File: src/common/upa_defs.vh
// register map and field constants for the utopia input phy address bank
// included by the bank module; definitions only
`ifndef UPA_DEFS_VH
`define UPA_DEFS_VH
// register indices as printed, byte address is four times the index
`define UPA_IDX_LINK_ADDR0  12'h000
`define UPA_IDX_GROUP_ADDR0 12'h008
`define UPA_IDX_LINK_EN     12'h00C
`define UPA_IDX_GROUP_EN    12'h00D
`define UPA_ADDR_MSB        4
`define UPA_ADDR_W          5
`define UPA_GROUP_EN_W      4
`define UPA_RST_ADDR        5'h00
`define UPA_RST_EN8         8'h00
`define UPA_RST_EN4         4'h0
`define UPA_HTRANS_NONSEQ   2'h2
`define UPA_HTRANS_SEQ      2'h3
`define UPA_HRESP_OKAY      1'b0
`define UPA_IDX_W           12
`define UPA_IDX_LSB         2
`define UPA_IDX_MSB         13
`define UPA_DATA_W          32
`define UPA_RST_WORD        32'h0000_0000
`define UPA_RST_IDX         12'h000
`endif

File: src/verilog/upa_phy_addr_bank.v
// utopia input phy address and enable registers behind an ahb-lite slave
// assumes one clock, single-word transfers, the utopia input clock running
//
// Contract
// eight link registers hold a 5-bit input phy address in bits 4:0 each.
// bits 7:5 of every address register read as zero whatever was written.
// four group registers hold a 5-bit input phy address in bits 4:0 each.
// the link enable register bit n activates link n's address when set.
// software touches these registers only while the utopia input clock runs.
// the group enable register low four bits activate groups 0 to 3, upper bits reserved.
// after reset every address field and enable bit reads zero.
`timescale 1ns/100ps
`include "upa_defs.vh"

module upa_phy_addr_bank
#(
  parameter NUM_LINKS  = 8,
  parameter NUM_GROUPS = 4
)
(
  input  wire                            clk,
  input  wire                            rst_b,
  input  wire                            hsel,
  input  wire [31:0]                     haddr,
  input  wire [1:0]                      htrans,
  input  wire                            hwrite,
  input  wire [2:0]                      hsize,
  input  wire [31:0]                     hwdata,
  input  wire                            hready,
  output wire                            hreadyout,
  output wire                            hresp,
  output reg  [31:0]                     hrdata,
  output wire [NUM_LINKS*5-1:0]          link_phy_addr,
  output wire [NUM_LINKS-1:0]            link_phy_active,
  output wire [NUM_GROUPS*5-1:0]         group_phy_addr,
  output wire [NUM_GROUPS-1:0]           group_phy_active
);

  // widths taken from the shared constants
  localparam ADDR_W = `UPA_ADDR_W;
  localparam IDX_W  = `UPA_IDX_W;
  localparam DATA_W = `UPA_DATA_W;
  localparam PAD_W  = `UPA_DATA_W - `UPA_ADDR_W;
  localparam LPAD_W = `UPA_DATA_W - NUM_LINKS;
  localparam GPAD_W = `UPA_DATA_W - NUM_GROUPS;
  localparam XPAD_W = `UPA_DATA_W - `UPA_IDX_W;

  // enable registers
  reg  [NUM_LINKS-1:0]         link_en_q;
  reg  [NUM_LINKS-1:0]         link_en_d;
  reg  [NUM_GROUPS-1:0]        group_en_q;
  reg  [NUM_GROUPS-1:0]        group_en_d;

  // write data phase tracking
  reg                          wr_pend_q;
  reg                          wr_pend_d;
  reg  [IDX_W-1:0]             wr_idx_q;
  reg  [IDX_W-1:0]             wr_idx_d;

  // read data path
  reg  [DATA_W-1:0]            rdata_d;
  reg  [DATA_W-1:0]            hrdata_d;

  // address phase decode
  wire                         active_htrans;
  wire                         take;
  wire                         take_wr;
  wire                         take_rd;
  wire [IDX_W-1:0]             a_idx;
  wire [DATA_W-1:0]            a_idx_ext;
  wire [DATA_W-1:0]            wr_idx_ext;

  // per-entry hits and stored values
  wire [NUM_LINKS-1:0]         link_wr_hit;
  wire [NUM_LINKS-1:0]         link_rd_hit;
  wire [NUM_GROUPS-1:0]        group_wr_hit;
  wire [NUM_GROUPS-1:0]        group_rd_hit;
  wire                         link_en_wr_hit;
  wire                         link_en_rd_hit;
  wire                         group_en_wr_hit;
  wire                         group_en_rd_hit;
  wire [NUM_LINKS*ADDR_W-1:0]  link_addr_flat;
  wire [NUM_GROUPS*ADDR_W-1:0] group_addr_flat;
  integer                      i;
  genvar                       g;

  // zero wait states, always okay
  assign hreadyout = 1'b1;
  assign hresp     = `UPA_HRESP_OKAY;

  // a transfer is taken on nonseq or seq with the bus ready
  assign active_htrans = (htrans == `UPA_HTRANS_NONSEQ) || (htrans == `UPA_HTRANS_SEQ);
  assign take          = hsel && hready && active_htrans;
  assign take_wr       = take && hwrite;
  assign take_rd       = take && !hwrite;
  assign a_idx         = haddr[`UPA_IDX_MSB:`UPA_IDX_LSB];
  assign a_idx_ext     = {{XPAD_W{1'b0}}, a_idx};
  assign wr_idx_ext    = {{XPAD_W{1'b0}}, wr_idx_q};

  // enable register decode
  assign link_en_wr_hit  = wr_pend_q && (wr_idx_q == `UPA_IDX_LINK_EN);
  assign group_en_wr_hit = wr_pend_q && (wr_idx_q == `UPA_IDX_GROUP_EN);
  assign link_en_rd_hit  = (a_idx == `UPA_IDX_LINK_EN);
  assign group_en_rd_hit = (a_idx == `UPA_IDX_GROUP_EN);

  // remember a taken write until its data phase
  always @*
  begin
    wr_pend_d = take_wr;
    if (take)
    begin
      wr_idx_d = a_idx;
    end
    else
    begin
      wr_idx_d = wr_idx_q;
    end
  end

  always @(posedge clk)
  begin
    if (!rst_b)
    begin
      wr_pend_q <= 1'b0;
      wr_idx_q  <= `UPA_RST_IDX;
    end
    else
    begin
      wr_pend_q <= wr_pend_d;
      wr_idx_q  <= wr_idx_d;
    end
  end

  // one address register per link
  generate
    for (g = 0; g < NUM_LINKS; g = g + 1)
    begin : g_link
      localparam integer LINK_IDX = `UPA_IDX_LINK_ADDR0 + g;
      reg [ADDR_W-1:0] addr_q;
      reg [ADDR_W-1:0] addr_d;

      assign link_wr_hit[g] = wr_pend_q && (wr_idx_ext == LINK_IDX);
      assign link_rd_hit[g] = (a_idx_ext == LINK_IDX);

      always @*
      begin
        if (link_wr_hit[g])
        begin
          addr_d = hwdata[`UPA_ADDR_MSB:0];
        end
        else
        begin
          addr_d = addr_q;
        end
      end

      always @(posedge clk)
      begin
        if (!rst_b)
        begin
          addr_q <= `UPA_RST_ADDR;
        end
        else
        begin
          addr_q <= addr_d;
        end
      end

      assign link_addr_flat[g*ADDR_W +: ADDR_W] = addr_q;
      assign link_phy_addr[g*ADDR_W +: ADDR_W]  = addr_q;
      assign link_phy_active[g]                 = link_en_q[g];
    end
  endgenerate

  // one address register per group
  generate
    for (g = 0; g < NUM_GROUPS; g = g + 1)
    begin : g_group
      localparam integer GROUP_IDX = `UPA_IDX_GROUP_ADDR0 + g;
      reg [ADDR_W-1:0] addr_q;
      reg [ADDR_W-1:0] addr_d;

      assign group_wr_hit[g] = wr_pend_q && (wr_idx_ext == GROUP_IDX);
      assign group_rd_hit[g] = (a_idx_ext == GROUP_IDX);

      always @*
      begin
        if (group_wr_hit[g])
        begin
          addr_d = hwdata[`UPA_ADDR_MSB:0];
        end
        else
        begin
          addr_d = addr_q;
        end
      end

      always @(posedge clk)
      begin
        if (!rst_b)
        begin
          addr_q <= `UPA_RST_ADDR;
        end
        else
        begin
          addr_q <= addr_d;
        end
      end

      assign group_addr_flat[g*ADDR_W +: ADDR_W] = addr_q;
      assign group_phy_addr[g*ADDR_W +: ADDR_W]  = addr_q;
      assign group_phy_active[g]                 = group_en_q[g];
    end
  endgenerate

  // link enable register
  always @*
  begin
    if (link_en_wr_hit)
    begin
      link_en_d = hwdata[NUM_LINKS-1:0];
    end
    else
    begin
      link_en_d = link_en_q;
    end
  end

  always @(posedge clk)
  begin
    if (!rst_b)
    begin
      link_en_q <= {NUM_LINKS{1'b0}};
    end
    else
    begin
      link_en_q <= link_en_d;
    end
  end

  // group enable register, reserved upper bits not stored
  always @*
  begin
    if (group_en_wr_hit)
    begin
      group_en_d = hwdata[NUM_GROUPS-1:0];
    end
    else
    begin
      group_en_d = group_en_q;
    end
  end

  always @(posedge clk)
  begin
    if (!rst_b)
    begin
      group_en_q <= {NUM_GROUPS{1'b0}};
    end
    else
    begin
      group_en_q <= group_en_d;
    end
  end

  // read mux, selected in the address phase
  always @*
  begin
    rdata_d = `UPA_RST_WORD;
    for (i = 0; i < NUM_LINKS; i = i + 1)
    begin
      if (link_rd_hit[i])
        rdata_d = {{PAD_W{1'b0}}, link_addr_flat[i*ADDR_W +: ADDR_W]};
    end
    for (i = 0; i < NUM_GROUPS; i = i + 1)
    begin
      if (group_rd_hit[i])
        rdata_d = {{PAD_W{1'b0}}, group_addr_flat[i*ADDR_W +: ADDR_W]};
    end
    if (link_en_rd_hit)
    begin
      rdata_d = {{LPAD_W{1'b0}}, link_en_q};
    end
    if (group_en_rd_hit)
    begin
      rdata_d = {{GPAD_W{1'b0}}, group_en_q};
    end
  end

  // read data register, loaded when a read is taken
  always @*
  begin
    if (take_rd)
    begin
      hrdata_d = rdata_d;
    end
    else
    begin
      hrdata_d = hrdata;
    end
  end

  always @(posedge clk)
  begin
    if (!rst_b)
    begin
      hrdata <= `UPA_RST_WORD;
    end
    else
    begin
      hrdata <= hrdata_d;
    end
  end

endmodule // upa_phy_addr_bank

File: config.mk
export PLATFORM = sky130hd
export DESIGN_NAME = upa_phy_addr_bank
export DESIGN_NICKNAME = d
export VERILOG_FILES = /design/src/verilog/upa_phy_addr_bank.v
export VERILOG_INCLUDE_DIRS = /design/src /design/src/common
export SDC_FILE = /design/constraint.sdc
export NUM_CORES = 1
export LEC_CHECK = 0
export ABC_AREA = 1
export BUFFER_PORTS_ARGS = -buffer_cell sky130_fd_sc_hd__buf_4
export CORE_MARGIN = 4
export CORE_UTILIZATION = 45
export DETAILED_ROUTE_END_ITERATION = 8
export GPL_TIMING_DRIVEN = 0
export PLACE_DENSITY = 0.73
export SETUP_SLACK_MARGIN = 0.1
export SYNTH_ARGS = -nofsm -noshare
export SYNTH_HDL_FRONTEND = slang
export SYNTH_SLANG_ARGS = --single-unit
export TNS_END_PERCENT = 30
File: constraint.sdc
create_clock -name clk -period 2.1 [get_ports clk]
set_input_delay 0.315 -clock clk [delete_from_list [all_inputs] [get_ports clk]]
set_output_delay 0.315 -clock clk [all_outputs]
set_load 0.02 [all_outputs]
==> results of run 1 <==
==> layer usage <==
metal	GRT usage	wire length [um]
met1	0.297	5860
met2	0.371	6250
met3	0.0464	1000
met4	0.0548	171
met5	0	0
==> cell usage after synthesis (all sizes together) <==
master    n  share of area
a21oi    99           0.11
buf      32          0.052
clkbuf   15          0.013
conb      2         0.0017
dfxtp    93           0.42
inv     108          0.091
nand2    69          0.059
nand3    35          0.051
nand4    14          0.020
nor2     55          0.051
nor3      9          0.013
nor4      9          0.013
o211ai    1         0.0017
o21ai    88          0.099
o21bai    1         0.0017
o31ai     1         0.0017
==> layout make-up <==
cell class                 instances  area [um2]
sequential                        93        1860
clock buffer                      10         128
fill                             917        3730
inverter                         108         405
buffer                            47         287
tap                              129         161
clock inverter                     5        85.1
multi-input combinational        407        1970
timing repair buffer             104         781
==> sequential cells by signal (all words and copies together), names as in the netlist <==
signal / cells
wr_pend_q: 1
hrdata: 8
g_link.addr_q: 40
wr_idx_q: 12
g_group.addr_q: 20
group_phy_active: 4
link_phy_active: 8
==> report_power, final <==
group | total (mW) | switching (mW) | internal, mW
clock | 1.31 | 0.638 | 0.671
combinational | 0.336 | 0.218 | 0.118
sequential | 1.79 | 0.0108 | 1.78
==> critical path: stages (launching register included) <==
cell and delay [ns]:
dfxtp_1 0.32, nor4_1 0.27, nand3_1 0.16, nor3_4 0.27, buf_6 0.21, nand3_2 0.20, o21ai_0 0.26, a21oi_1 0.06
==> path summary, 6_finish.rpt <==
path	start	to	slack, ns	cells after the start
max	wr_idx_q[4]$_SDFFE_PN0P_	g_group[1].addr_q[3]$_SDFFE_PN0P_	0.24	7
min	hwrite	wr_pend_q$_SDFF_PN0_	0.19	3
max reg2reg	wr_idx_q[4]$_SDFFE_PN0P_	g_group[1].addr_q[3]$_SDFFE_PN0P_	0.24	7
min reg2reg	wr_idx_q[7]$_SDFFE_PN0P_	wr_idx_q[7]$_SDFFE_PN0P_	0.45	2
==> through the flow <==
step                TNS (ns)  hold WS (ns)  area (um2)
CTS                        0         0.182        5680
global placement     -0.0550         0.434        5460
finish                     0         0.191        5680
floorplan                  0         0.423        4520
detailed placement   -0.0899         0.440        5460
global route               0         0.191        5680
==> kinds of logic (layout without fill, tap and decap cells) <==
logic type | Yosys count | after routing
simple gates | 191 | 191
compound gates | 190 | 190
buf+inv | 155 | 274
flops | 93 | 93
other cells | 2 | 26
==> results.yml, run 1 <==
clocking:
  clock_latency_ns: 0.36
  post_cts_buffers: 0
  cts_tree: "built"
  cts_hold_buf: 0
  ctsResizeCount: 0
  cts.sinks: 93
  path_clk_slew_ns: 0.09
  clock-root-buffer: "clkbuf_8"
  cts_buffer_depth: 2
  numCtsBuffers: 9
  h-tree-depth: 3
sta:
  worst_slew_pin_slew_ns: 0.795
  min_period_over_period: 0.884
  timing.final.ws_setup_ns: 0.244
  rsz0062_at_grt: "true"
  drv_slew: 0
  fmax_ghz: 0.539
  setup_violations: 0
  slew_headroom: 0.465
  layout_min_cycle_time_ns: 1.86
  hold_viol: 0
  fin_worst_skew_ns: 0.0127
worst_setup_path:
  cp.required_ns: 2.35
  crit_type: "reg2reg"
  endpoint_kind: "flop"
  cp.arrival_ns: 2.11
  crit_fanout: 10
  start_kind: "flop"
power_and_ir_drop:
  powerDensity_nw_per_um2: 604
  vdd_drop_max_mv: 0.331
  leakage_nw: 2.34
  p_total_mw: 3.43
floorplanning:
  core-area_um2: 9420
  start_util: 0.471
  num_rows: 35
  die_w_um: 107
  ios: 180
  design.die.area_um2: 11500
  die_h_um: 107
synth:
  synthAdderAreaFrac: 0
  synth_mux_area_frac: 0
  avgSynthCellArea_um2: 7.02
  netlist_instances: 631
  synth_compound_area_frac: 0.216
  yosys.area_share.simple: 0.206
  yosysSeqAreaShare: 0.420
  yosys_warnings: 0
  synth_cell_types: 26
  synth_top_family_by_area: "compound AO/OA/AOI/OAI gates"
  synth_xor_xnor_area_share: 0
  ys_seq_elements: 93
  synthesis.area_um2: 4430
grt:
  grt.total_usage: 0.224
  overflow: 0
  grt_max_degree: 16
  grt_pass1_vias: 4022
  grt_antenna_before_repair: 0
  grt_pass1_wl_mm: 20.3
routing:
  first_pass_iters: 5
  post_drt_via_cell_ratio: 5.02
  drt_iter0_drc: 322
  antenna_left: 0
  vias: 4537
  wire_per_inst_um: 14.7
  wl_mm: 13.3
  drc: 0
flow_run:
  drv_cap: 0
placement:
  place_congestion: 0.927
  place_inst: 888
  port_buffers: 104
  post-place-ws_ns: -0.0401
  post-dp-hpwl_mm: 10.2
final_layout:
  final_cell_mix: "130 x buf_4, 107 x inv_1, 99 x a21oi_1"
  area_growth_pct: 28.2
  diodes: 0
  fin_util: 0.603
  final_common_cell: "buf_4"
  layout.nets: 844
  drive_above_1_share: 0.214
  finalNonFillerCells: 903
status:
  outcome: "finished clean"
min_path:
  worstHoldPathType: "in2reg"
Power figures use the tool's default switching activity.
==> inputs of run 2 (changes only) <==
CORE_UTILIZATION = 33   (was 45)
PLACE_DENSITY = 0.56   (was 0.73)
==> run 2 against run 1 <==
Final cell count is 5.9% higher. Sequential cell count stayed put. Worst hold slack better by 0.022 ns. Setup slack worse by 0.094 ns. Die area is 33% higher. Largest power group unchanged.
==> results.yml, run 2 (same netlist as run 1, synthesis figures left out) <==
status:
  outcome: "finished clean"
grt:
  grt_max_degree: 14
  grt_pass1_wl_mm: 22.3
  grt_pass1_vias: 4257
  grt_antenna_before_repair: 0
  overflow: 0
  grt.total_usage: 0.191
final_layout:
  regMostFlops: "g_link.addr_q"
  largest_reg_flops: 40
  drive_above_1_share: 0.222
  fin_util: 0.445
  layout.nets: 849
  final_cell_mix: "133 x buf_4, 107 x inv_1, 99 x a21oi_1"
  final_common_cell: "buf_4"
  diodes: 0
  area_growth_pct: 32.5
  finalInstanceArea_um2: 5870
  largest_registers: "g_link.addr_q (40), g_group.addr_q (20), wr_idx_q (12)"
  finalNonFillerCells: 956
placement:
  placed_cell_area_um2: 5520
  post-dp-hpwl_mm: 11.2
  place_inst: 935
  place_congestion: 0.920
  port_buffers: 104
  post-place-ws_ns: -0.102
routing:
  antenna_left: 0
  drt_iter0_drc: 421
  wire_per_inst_um: 15.3
  post_drt_via_cell_ratio: 4.82
  vias: 4609
  first_pass_iters: 5
  wl_mm: 14.7
  drc: 0
power_and_ir_drop:
  p_sw_mw: 0.903
  share_comb_of_total_power: 0.097
  leakage_nw: 2.39
  swShare: 0.250
  p_int_mw: 2.71
  powerDensity_nw_per_um2: 616
  power_frac_clock: 0.407
  vdd_drop_max_mv: 0.391
  seq_power_share: 0.496
worst_setup_path:
  start_kind: "flop"
  endpoint_kind: "flop"
  cp.arrival_ns: 2.23
  cp.required_ns: 2.38
  crit_type: "reg2reg"
  crit_fanout: 5
clocking:
  numCtsBuffers: 9
  cts.sinks: 93
  cts_tree: "built"
  clock-root-buffer: "clkbuf_16"
  cts_buffer_depth: 2
  h-tree-depth: 3
  path_clk_slew_ns: 0.06
  clock_latency_ns: 0.35
  cts_hold_buf: 0
sta:
  hold_viol: 0
  fin_worst_skew_ns: 0.00909
  layout_min_cycle_time_ns: 1.95
  fin_setup_tns_ns: 0
  drv_slew: 0
  min_period_over_period: 0.928
  timing.final.ws_setup_ns: 0.151
  fmax_ghz: 0.513
  worst_slew_pin_slew_ns: 0.813
  slew_headroom: 0.453
  setup_violations: 0
  rsz0062_at_grt: "true"
min_path:
  worstHoldPathType: "in2reg"
floorplanning:
  die_h_um: 124
  design.die.area_um2: 15300
  start_util: 0.336
  num_rows: 42
  ios: 180
  die_w_um: 124
  core-area_um2: 13200
flow_run:
  drv_cap: 0
run 2: routing by layer:
layer / track usage / share of wire / vias to the layer above
met5: 0 / 0 / -
met3: 0.0454 / 0.071 / 22
met2: 0.289 / 0.45 / 169
met4: 0.0747 / 0.023 / 0
li1: - / - / 2310
met1: 0.262 / 0.46 / 2108
run 2: power groups by stage:
stage | Combinational, mW | Sequential (mW) | Clock, mW
global placement | 0.328 | 1.83 | 0
detailed placement | 0.333 | 1.83 | 0
finish | 0.350 | 1.79 | 1.47
CTS | 0.335 | 1.79 | 1.50
global route | 0.387 | 1.79 | 1.57
floorplan | 0.227 | 1.83 | 0
run 2: worst max-delay path: stages, from the launching register on:
cell	delay, ns
dfxtp_2	0.33
nor4_4	0.27
nand3_1	0.16
nor3_4	0.29
nand4_1	0.20
nor2_4	0.17
buf_2	0.20
o21ai_0	0.10
a21oi_1	0.14
run 2: cell type report:
type,count,area (um2)
repair buffers,109,828
multi-input cells,407,2010
flip-flops and latches,93,1860
clock inverters,1,7.51
well taps,176,220
fillers,1377,7320
inverters,108,405
plain buffers,47,293
clock buffers,15,248
run 2: metrics by stage:
stage          power, mW  hold slack, ns
6_report            3.62           0.213
5_1_grt             3.75           0.237
4_1_cts             3.62           0.206
3_5_place_dp        2.16           0.443
3_3_place_gp        2.16           0.436
2_1_floorplan       2.06           0.423
run 2: final timing paths:
path	to	depth (start not counted)	slack [ns]	start
setup reg to reg	g_link[3].addr_q[2]$_SDFFE_PN0P_	8	0.15	wr_idx_q[7]$_SDFFE_PN0P_
hold reg to reg	wr_idx_q[10]$_SDFFE_PN0P_	2	0.46	wr_idx_q[10]$_SDFFE_PN0P_
setup / recovery	g_link[3].addr_q[2]$_SDFFE_PN0P_	8	0.15	wr_idx_q[7]$_SDFFE_PN0P_
hold / removal	wr_pend_q$_SDFF_PN0_	3	0.21	hwrite
run 2: what timing repair did:
item,in CTS,in global routing
pin swaps,0,5
setup buffers,0,5
gates resized for setup,1,17
endpoints found under the setup margin,1,64
